[src/verilog/lbit_map.svh]
`ifndef LBIT_MAP_SVH
`define LBIT_MAP_SVH

// I/O addresses of the lower register space
`define LBIT_A_PWR      6'h00
`define LBIT_A_DIDR     6'h01
`define LBIT_A_CNVLO    6'h04
`define LBIT_A_T1FLG    6'h0b
`define LBIT_A_T1MSK    6'h0c
`define LBIT_A_USICTL   6'h0d
`define LBIT_A_USISTA   6'h0e
`define LBIT_A_USIDAT   6'h0f
`define LBIT_A_USIBUF   6'h10
`define LBIT_A_RSVD11   6'h11
`define LBIT_A_PCMASK   6'h12
`define LBIT_A_SCR0     6'h13
`define LBIT_A_SCR1     6'h14
`define LBIT_A_SCR2     6'h15
`define LBIT_A_PBIN     6'h16
`define LBIT_A_PBDIR    6'h17
`define LBIT_A_PBOUT    6'h18
`define LBIT_A_PAIN     6'h19
`define LBIT_A_PADIR    6'h1a
`define LBIT_A_PAOUT    6'h1b
`define LBIT_A_NVMCTL   6'h1c

// Highest address reachable by the single-bit instructions
`define LBIT_BIT_TOP    6'h1f

// Writable bit masks (set bits are implemented, others read zero)
`define LBIT_RW_FULL    8'hff
`define LBIT_RW_NONE    8'h00
`define LBIT_RW_PWR     8'h0f
`define LBIT_RW_T1MSK   8'h27
`define LBIT_RW_USICTL  8'hfc
`define LBIT_RW_USISTA  8'h0f
`define LBIT_RW_PB      8'h0f
`define LBIT_RW_NVMCTL  8'h3f

// Write-one-to-clear flag masks
`define LBIT_W1C_T1FLG  8'h27
`define LBIT_W1C_USISTA 8'he0

// USI strobe bits, count-done bit position, reset value
`define LBIT_USI_STB    2'h3
`define LBIT_DONE_BIT   4
`define LBIT_RST_VAL    8'h00
`define LBIT_ZERO4      4'h0
`define LBIT_ZERO8      8'h00

`endif

[src/verilog/lbit_pkg.sv]
package lbit_pkg;

  // Kind of access the core makes this cycle
  typedef enum logic [1:0]
  {
    LBIT_OP_NONE  = 2'b00,
    LBIT_OP_WRITE = 2'b01,
    LBIT_OP_SET   = 2'b10,
    LBIT_OP_CLR   = 2'b11
  } lbit_op_type;

endpackage : lbit_pkg

[src/verilog/lbit_op_dec.sv]
`include "lbit_map.svh"

// Turns a byte write or single-bit access into a write mask and value
module lbit_op_dec
(
  input  logic                  wr_i,       // Whole-byte write
  input  logic                  set_i,      // Single-bit set
  input  logic                  clr_i,      // Single-bit clear
  input  logic [5:0]            addr_i,     // I/O address
  input  logic [2:0]            bit_i,      // Bit number
  input  logic [7:0]            wdata_i,    // Byte write data
  output lbit_pkg::lbit_op_type op_o,       // Decoded access
  output logic                  in_range_o, // Address is bit-accessible
  output logic [7:0]            mask_o,     // Bits touched by the access
  output logic [7:0]            val_o       // Value written to touched bits
);

  logic [7:0] one_hot; // Selected bit as a mask

  // Byte write wins over bit ops; bit ops above the range do nothing
  always_comb
  begin
    one_hot    = 8'h01 << bit_i;
    in_range_o = (addr_i <= `LBIT_BIT_TOP);
    op_o       = lbit_pkg::LBIT_OP_NONE;
    mask_o     = `LBIT_ZERO8;
    val_o      = `LBIT_ZERO8;
    if (wr_i)
    begin
      op_o   = lbit_pkg::LBIT_OP_WRITE;
      mask_o = `LBIT_RW_FULL;
      val_o  = wdata_i;
    end
    else if (set_i && in_range_o)
    begin
      op_o   = lbit_pkg::LBIT_OP_SET;
      mask_o = one_hot;
      val_o  = one_hot;
    end
    else if (clr_i && in_range_o)
    begin
      op_o   = lbit_pkg::LBIT_OP_CLR;
      mask_o = one_hot;
      val_o  = `LBIT_ZERO8;
    end
  end

endmodule : lbit_op_dec

[src/verilog/lbit_reg.sv]
`include "lbit_map.svh"

// One 8-bit register with plain, write-one-to-clear and reserved bits
module lbit_reg
#(
  parameter logic [7:0] RW_MASK  = `LBIT_RW_FULL,  // Plain read/write bits
  parameter logic [7:0] W1C_MASK = `LBIT_RW_NONE,  // Flags cleared by a one
  parameter logic [7:0] RST_VAL  = `LBIT_RST_VAL   // Value after reset
)
(
  input  logic       clk_i,     // System clock
  input  logic       rstn_i,    // Async reset, active low
  input  logic       sel_i,     // Address matches this register
  input  logic [7:0] wr_mask_i, // Bits touched by the access
  input  logic [7:0] wr_val_i,  // Value for touched bits
  input  logic [7:0] hw_set_i,  // Flag set pulses from the peripheral
  output logic [7:0] q_o        // Current contents
);

  logic [7:0] q_q; // Stored value
  logic [7:0] q_d; // Next value
  logic [7:0] wm;  // Effective touched bits

  // Next value: merge plain bits, clear flags written one, then let sets win
  always_comb
  begin
    wm  = sel_i ? wr_mask_i : `LBIT_ZERO8;
    q_d = (q_q & ~(wm & RW_MASK)) | (wr_val_i & wm & RW_MASK);
    q_d = q_d & ~(wm & wr_val_i & W1C_MASK);
    q_d = q_d | (hw_set_i & W1C_MASK);
    q_d = q_d & (RW_MASK | W1C_MASK);
  end

  // Register only
  always_ff @(posedge clk_i or negedge rstn_i)
  begin
    if (!rstn_i)
      q_q <= RST_VAL;
    else
      q_q <= q_d;
  end

  assign q_o = q_q;

endmodule : lbit_reg

[src/verilog/lbit_io_space.sv]
// What this block does
// - Set and clear bits at 0x00-0x1F
// - Bit tests sample without altering register
// - Some status flags clear on writing one
// - Bit op touches only the addressed bit
// - Bit ops above 0x1F have no effect
`include "lbit_map.svh"

module lbit_io_space
(
  input  logic       CLK_I,            // System clock, 40 MHz
  input  logic       RSTN_I,           // Async reset, active low
  input  logic [5:0] IO_ADDR_I,        // I/O address from the core
  input  logic       IO_WR_I,          // Byte write strobe
  input  logic       IO_RD_I,          // Byte read strobe
  input  logic       IO_SET_I,         // Single-bit set strobe
  input  logic       IO_CLR_I,         // Single-bit clear strobe
  input  logic       IO_TEST_I,        // Single-bit test strobe
  input  logic [2:0] IO_BIT_I,         // Bit number for bit ops
  input  logic [7:0] IO_WDATA_I,       // Byte write data
  output logic [7:0] IO_RDATA_O,       // Read data, one cycle after read
  output logic       IO_BITVAL_O,      // Tested bit, one cycle after test
  input  logic [7:0] PA_PINS_I,        // Port A pin levels
  input  logic [3:0] PB_PINS_I,        // Port B pin levels
  input  logic [7:0] ADC_RES_LOW_I,    // Converter result low byte
  input  logic [7:0] USI_BUF_I,        // Serial buffer contents
  input  logic       USI_DONE_I,       // Serial count-done status level
  input  logic [7:0] TMR1_FLAG_SET_I,  // Timer1 flag set pulses
  input  logic [7:0] USI_FLAG_SET_I,   // Serial flag set pulses
  output logic [7:0] PA_OUT_O,         // Port A output data
  output logic [7:0] PA_DIR_O,         // Port A direction
  output logic [7:0] PB_OUT_O,         // Port B output data
  output logic [7:0] PB_DIR_O,         // Port B direction
  output logic [7:0] PWR_RED_O,        // Power reduction bits
  output logic [7:0] DIG_IN_DIS_O,     // Digital input disable bits
  output logic [7:0] TMR1_MASK_O,      // Timer1 interrupt mask
  output logic [7:0] TMR1_FLAGS_O,     // Timer1 interrupt flags
  output logic [7:0] USI_CTRL_O,       // Serial control
  output logic [7:0] USI_STAT_O,       // Serial status (stored part)
  output logic [7:0] USI_DATA_O,       // Serial shift data
  output logic [1:0] USI_STROBE_O,     // Serial clock/toggle strobes, pulse
  output logic [7:0] PC_MASK_O,        // Pin change mask
  output logic [7:0] NVM_CTRL_O        // Non-volatile memory control
);

  lbit_pkg::lbit_op_type op;       // Decoded access kind
  logic                  in_range; // Address is bit-accessible
  logic [7:0]            wr_mask;  // Bits touched
  logic [7:0]            wr_val;   // Values for touched bits
  logic [7:0]            scr0_q;   // Scratch storage 0
  logic [7:0]            scr1_q;   // Scratch storage 1
  logic [7:0]            scr2_q;   // Scratch storage 2
  logic [7:0]            rd_mux;   // Value at the current address
  logic [7:0]            rdata_q;  // Registered read data
  logic [7:0]            rdata_d;
  logic                  bitval_q; // Registered tested bit
  logic                  bitval_d;
  logic [1:0]            stb_q;    // Registered serial strobes
  logic [1:0]            stb_d;

  // Access decode shared by all registers
  lbit_op_dec u_dec
  (
    .wr_i(IO_WR_I), .set_i(IO_SET_I), .clr_i(IO_CLR_I), .addr_i(IO_ADDR_I),
    .bit_i(IO_BIT_I), .wdata_i(IO_WDATA_I), .op_o(op), .in_range_o(in_range),
    .mask_o(wr_mask), .val_o(wr_val)
  );

  // Power reduction, low nibble only
  lbit_reg #(.RW_MASK(`LBIT_RW_PWR)) u_pwr
  (.clk_i(CLK_I), .rstn_i(RSTN_I), .sel_i(IO_ADDR_I == `LBIT_A_PWR), .wr_mask_i(wr_mask),
   .wr_val_i(wr_val), .hw_set_i(`LBIT_ZERO8), .q_o(PWR_RED_O));

  // Digital input disable
  lbit_reg u_didr
  (.clk_i(CLK_I), .rstn_i(RSTN_I), .sel_i(IO_ADDR_I == `LBIT_A_DIDR), .wr_mask_i(wr_mask),
   .wr_val_i(wr_val), .hw_set_i(`LBIT_ZERO8), .q_o(DIG_IN_DIS_O));

  // Timer1 flags: only cleared by a one, set by the timer
  lbit_reg #(.RW_MASK(`LBIT_RW_NONE), .W1C_MASK(`LBIT_W1C_T1FLG)) u_t1flg
  (.clk_i(CLK_I), .rstn_i(RSTN_I), .sel_i(IO_ADDR_I == `LBIT_A_T1FLG), .wr_mask_i(wr_mask),
   .wr_val_i(wr_val), .hw_set_i(TMR1_FLAG_SET_I), .q_o(TMR1_FLAGS_O));

  // Timer1 mask
  lbit_reg #(.RW_MASK(`LBIT_RW_T1MSK)) u_t1msk
  (.clk_i(CLK_I), .rstn_i(RSTN_I), .sel_i(IO_ADDR_I == `LBIT_A_T1MSK), .wr_mask_i(wr_mask),
   .wr_val_i(wr_val), .hw_set_i(`LBIT_ZERO8), .q_o(TMR1_MASK_O));

  // Serial control; the two strobe bits are not stored and read zero
  lbit_reg #(.RW_MASK(`LBIT_RW_USICTL)) u_usictl
  (.clk_i(CLK_I), .rstn_i(RSTN_I), .sel_i(IO_ADDR_I == `LBIT_A_USICTL), .wr_mask_i(wr_mask),
   .wr_val_i(wr_val), .hw_set_i(`LBIT_ZERO8), .q_o(USI_CTRL_O));

  // Serial status: three flags plus a plain counter nibble
  lbit_reg #(.RW_MASK(`LBIT_RW_USISTA), .W1C_MASK(`LBIT_W1C_USISTA)) u_usista
  (.clk_i(CLK_I), .rstn_i(RSTN_I), .sel_i(IO_ADDR_I == `LBIT_A_USISTA), .wr_mask_i(wr_mask),
   .wr_val_i(wr_val), .hw_set_i(USI_FLAG_SET_I), .q_o(USI_STAT_O));

  // Serial shift data; shifting itself lives in the serial block
  lbit_reg u_usidat
  (.clk_i(CLK_I), .rstn_i(RSTN_I), .sel_i(IO_ADDR_I == `LBIT_A_USIDAT), .wr_mask_i(wr_mask),
   .wr_val_i(wr_val), .hw_set_i(`LBIT_ZERO8), .q_o(USI_DATA_O));

  // Pin change mask
  lbit_reg u_pcmsk
  (.clk_i(CLK_I), .rstn_i(RSTN_I), .sel_i(IO_ADDR_I == `LBIT_A_PCMASK), .wr_mask_i(wr_mask),
   .wr_val_i(wr_val), .hw_set_i(`LBIT_ZERO8), .q_o(PC_MASK_O));

  // Scratch storage, three bytes
  lbit_reg u_scr0
  (.clk_i(CLK_I), .rstn_i(RSTN_I), .sel_i(IO_ADDR_I == `LBIT_A_SCR0), .wr_mask_i(wr_mask),
   .wr_val_i(wr_val), .hw_set_i(`LBIT_ZERO8), .q_o(scr0_q));
  lbit_reg u_scr1
  (.clk_i(CLK_I), .rstn_i(RSTN_I), .sel_i(IO_ADDR_I == `LBIT_A_SCR1), .wr_mask_i(wr_mask),
   .wr_val_i(wr_val), .hw_set_i(`LBIT_ZERO8), .q_o(scr1_q));
  lbit_reg u_scr2
  (.clk_i(CLK_I), .rstn_i(RSTN_I), .sel_i(IO_ADDR_I == `LBIT_A_SCR2), .wr_mask_i(wr_mask),
   .wr_val_i(wr_val), .hw_set_i(`LBIT_ZERO8), .q_o(scr2_q));

  // Port B: four pins, upper nibble reserved
  lbit_reg #(.RW_MASK(`LBIT_RW_PB)) u_pbdir
  (.clk_i(CLK_I), .rstn_i(RSTN_I), .sel_i(IO_ADDR_I == `LBIT_A_PBDIR), .wr_mask_i(wr_mask),
   .wr_val_i(wr_val), .hw_set_i(`LBIT_ZERO8), .q_o(PB_DIR_O));
  lbit_reg #(.RW_MASK(`LBIT_RW_PB)) u_pbout
  (.clk_i(CLK_I), .rstn_i(RSTN_I), .sel_i(IO_ADDR_I == `LBIT_A_PBOUT), .wr_mask_i(wr_mask),
   .wr_val_i(wr_val), .hw_set_i(`LBIT_ZERO8), .q_o(PB_OUT_O));

  // Port A: full byte
  lbit_reg u_padir
  (.clk_i(CLK_I), .rstn_i(RSTN_I), .sel_i(IO_ADDR_I == `LBIT_A_PADIR), .wr_mask_i(wr_mask),
   .wr_val_i(wr_val), .hw_set_i(`LBIT_ZERO8), .q_o(PA_DIR_O));
  lbit_reg u_paout
  (.clk_i(CLK_I), .rstn_i(RSTN_I), .sel_i(IO_ADDR_I == `LBIT_A_PAOUT), .wr_mask_i(wr_mask),
   .wr_val_i(wr_val), .hw_set_i(`LBIT_ZERO8), .q_o(PA_OUT_O));

  // Non-volatile memory control, two top bits reserved
  lbit_reg #(.RW_MASK(`LBIT_RW_NVMCTL)) u_nvmctl
  (.clk_i(CLK_I), .rstn_i(RSTN_I), .sel_i(IO_ADDR_I == `LBIT_A_NVMCTL), .wr_mask_i(wr_mask),
   .wr_val_i(wr_val), .hw_set_i(`LBIT_ZERO8), .q_o(NVM_CTRL_O));

  // Read view of the current address; reserved places read zero
  always_comb
  begin
    case (IO_ADDR_I)
      `LBIT_A_PWR    : rd_mux = PWR_RED_O;
      `LBIT_A_DIDR   : rd_mux = DIG_IN_DIS_O;
      `LBIT_A_CNVLO  : rd_mux = ADC_RES_LOW_I;
      `LBIT_A_T1FLG  : rd_mux = TMR1_FLAGS_O;
      `LBIT_A_T1MSK  : rd_mux = TMR1_MASK_O;
      `LBIT_A_USICTL : rd_mux = USI_CTRL_O;
      `LBIT_A_USISTA : // Count-done is a live status bit
      begin
        rd_mux                  = USI_STAT_O;
        rd_mux[`LBIT_DONE_BIT]  = USI_DONE_I;
      end
      `LBIT_A_USIDAT : rd_mux = USI_DATA_O;
      `LBIT_A_USIBUF : rd_mux = USI_BUF_I;
      `LBIT_A_PCMASK : rd_mux = PC_MASK_O;
      `LBIT_A_SCR0   : rd_mux = scr0_q;
      `LBIT_A_SCR1   : rd_mux = scr1_q;
      `LBIT_A_SCR2   : rd_mux = scr2_q;
      `LBIT_A_PBIN   : rd_mux = {`LBIT_ZERO4, PB_PINS_I};
      `LBIT_A_PBDIR  : rd_mux = PB_DIR_O;
      `LBIT_A_PBOUT  : rd_mux = PB_OUT_O;
      `LBIT_A_PAIN   : rd_mux = PA_PINS_I;
      `LBIT_A_PADIR  : rd_mux = PA_DIR_O;
      `LBIT_A_PAOUT  : rd_mux = PA_OUT_O;
      `LBIT_A_NVMCTL : rd_mux = NVM_CTRL_O;
      default        : rd_mux = `LBIT_ZERO8; // Reserved or out of this block
    endcase
  end

  // Next read data, tested bit and strobes; reads and tests never write
  always_comb
  begin
    rdata_d  = IO_RD_I ? rd_mux : rdata_q;
    bitval_d = bitval_q;
    if (IO_TEST_I)
      bitval_d = in_range ? rd_mux[IO_BIT_I] : 1'b0;
    // A one written to a strobe bit makes a single pulse
    if ((op != lbit_pkg::LBIT_OP_NONE) && (IO_ADDR_I == `LBIT_A_USICTL))
      stb_d = wr_mask[1:0] & wr_val[1:0] & `LBIT_USI_STB;
    else
      stb_d = 2'b00;
  end

  // Register only
  always_ff @(posedge CLK_I or negedge RSTN_I)
  begin
    if (!RSTN_I)
    begin
      rdata_q  <= `LBIT_ZERO8;
      bitval_q <= 1'b0;
      stb_q    <= 2'b00;
    end
    else
    begin
      rdata_q  <= rdata_d;
      bitval_q <= bitval_d;
      stb_q    <= stb_d;
    end
  end

  assign IO_RDATA_O   = rdata_q;
  assign IO_BITVAL_O  = bitval_q;
  assign USI_STROBE_O = stb_q;
endmodule : lbit_io_space

[config.mk]
export PLATFORM = sky130hd
export DESIGN_NAME = lbit_io_space
export DESIGN_NICKNAME = d
export VERILOG_FILES = /design/src/verilog/lbit_pkg.sv /design/src/verilog/lbit_op_dec.sv /design/src/verilog/lbit_reg.sv /design/src/verilog/lbit_io_space.sv
export VERILOG_INCLUDE_DIRS = /design/src /design/src/verilog
export SDC_FILE = /design/constraint.sdc
export NUM_CORES = 1
export LEC_CHECK = 0
export BUFFER_PORTS_ARGS = -buffer_cell sky130_fd_sc_hd__buf_2
export CAP_MARGIN = 15
export CORE_AREA = 8 8 153 155
export CTS_CLUSTER_SIZE = 16
export DETAILED_ROUTE_END_ITERATION = 8
export DIE_AREA = 0 0 161 163
export PLACE_DENSITY_LB_ADDON = 0.3
export SKIP_CTS_REPAIR_TIMING = 1
export SYNTH_ARGS = -nofsm -noshare
export SYNTH_HDL_FRONTEND = slang
export SYNTH_HIERARCHICAL = 1
export SYNTH_SLANG_ARGS = --single-unit
[constraint.sdc]
create_clock -name CLK_I -period 3.6 [get_ports CLK_I]
set_input_delay 0.36 -clock CLK_I [delete_from_list [all_inputs] [get_ports CLK_I]]
set_output_delay 0.36 -clock CLK_I [all_outputs]
set_load 0.01 [all_outputs]
==> flow_summary.toml <==
[power_and_ir_drop]
peakVddDrop_uv = 335
leakagePower_uw = 0.00432
power.density_nw_per_um2 = 451

[die]
start_util = 0.345
die_y_um = 163
die-area_um2 = 26200
core_area_um2 = 20800
die_w_um = 161
fp-row-count = 53
io_pins = 184

[sta]
period_share = 0.730
whs_ps = -19.1
period_minus_slack_ps = 2630
finalHoldViolCount = 49
slew_headroom = 0.502
rsz0062_at_grt = "no"
tightest_slew_ps = 727
clock_skew_ps = 7.29
clock.fmax_mhz = 380
drv_slew = 0
tns_ps = 0
finalSetupViolCount = 0

[worst_setup_path]
arrival_ps = 2930
path_class = "input pin to flip-flop"
start_kind = "input pin"
crit_fanout = 24
cp.required_ps = 3900
rr_worst_depth = 7
end_kind = "flip-flop"

[clocking]
cts_tree = "built"
numCtsBuffers = 17
clock_path_buffers = 2
cts_root_buf = "clkbuf_16"
clkSinkCount = 114
clock_insertion_delay_worst_skew_ps = 420
path_clk_slew_ps = 60
ctsHtreeMaxLevel = 4

[cells_and_area]
diodes = 0
area_growth_syn_to_layout_pct = 21.7
fin_area_um2 = 8730
final_core_util = 0.419
nets = 876
drive_gt1_frac = 0.400

[placed_design]
place_area_um2 = 8100
place.gp.congestion = 0.925
port_buffers = 149
place_hpwl_um = 20600

[global_route]
grt_pass1_vias = 6329
grt_overflow = 0
grt_max_degree = 52
grt_pass1_wl_um = 41200
grt.total_usage = 0.211
antenna_found_initial = 0

[synth]
syn_area_per_cell_um2 = 11.0
ys_warn_count = 6
synthCells = 653
syn_area_um2 = 7180

[drt]
drc = 0
routed_wl_um = 28000
antenna_left = 0
drtIter0Drc = 692
wire_per_inst_um = 25.6
via_per_inst = 5.56
vias = 6087
first_pass_iters = 5

[hold_path]
min_path_type = "input pin to async pin"

[flow_run]
maxCapViolations = 0

[outcome]
status = "complete, but fails checks"
violations = "hold timing"
[critical path, cell delays in order]
cell,delay [ps]
buf_2,270
buf_4,270
nor2b_1,210
buf_4,230
and4_1,190
a211oi_1,230
nand4_1,210
or4_1,550
a21oi_1,270
o32ai_1,130
[worst paths after layout]
path	startpoint	slack [ps]	end
min in group CLK_I	USI_FLAG_SET_I[6]	110	u_usista/q_o[6]
worst min register to register	flip-flop	510	flip-flop
worst min-delay path	RSTN_I	-20	async pin
worst max register to register	flip-flop	1440	IO_BITVAL_O
max in group asynchronous	RSTN_I	2680	u_t1flg/q_o[2]
worst max-delay path	IO_ADDR_I[3]	970	IO_BITVAL_O
[report_power, final]
part	internal (uW)	total, uW	switching, uW
Sequential	1390	1480	90.1
Clock	1160	1830	665
Combinational	280	632	353
[per-stage QoR]
step | power (uW) | std cells | setup slack (ps)
2_1_floorplan | 1860 | 670 | 1440
3_3_place_gp | 2110 | 1063 | 597
3_5_place_dp | 2120 | 1063 | 604
4_1_cts | 3960 | 1095 | 1080
5_1_grt | 4080 | 1095 | 873
6_report | 3940 | 1095 | 970
[layout by cell type, fill, tap and decap left out, drive strengths merged, types with 7 or more instances in the layout]
cell and count:
buf 175, a22oi 12, mux2 102, clkinv 8, inv 9, nor3 10
a31o 7, and3 13, clkbuf 17, dfrtp 114, nand2 112, a21oi 13
a22o 13, a21o 7, mux2i 21, a2111oi 8, conb 25, nor2 37
nand3b 9, nand3 12
[layer usage]
layer,global-route usage,routed length (um)
met1,0.274,11800
met2,0.324,12900
met3,0.0665,2610
met4,0.0766,668
met5,0,0
[layout make-up]
type                    count  area, um2
fillers                  2099      12100
well taps                 275        344
repair buffers            175        943
inverters                   7       26.3
flip-flops and latches    114       2850
clock buffers              17        425
multi-input cells         492       3930
clock inverters            15        208
No activity file was read; power rests on OpenSTA's default activity.
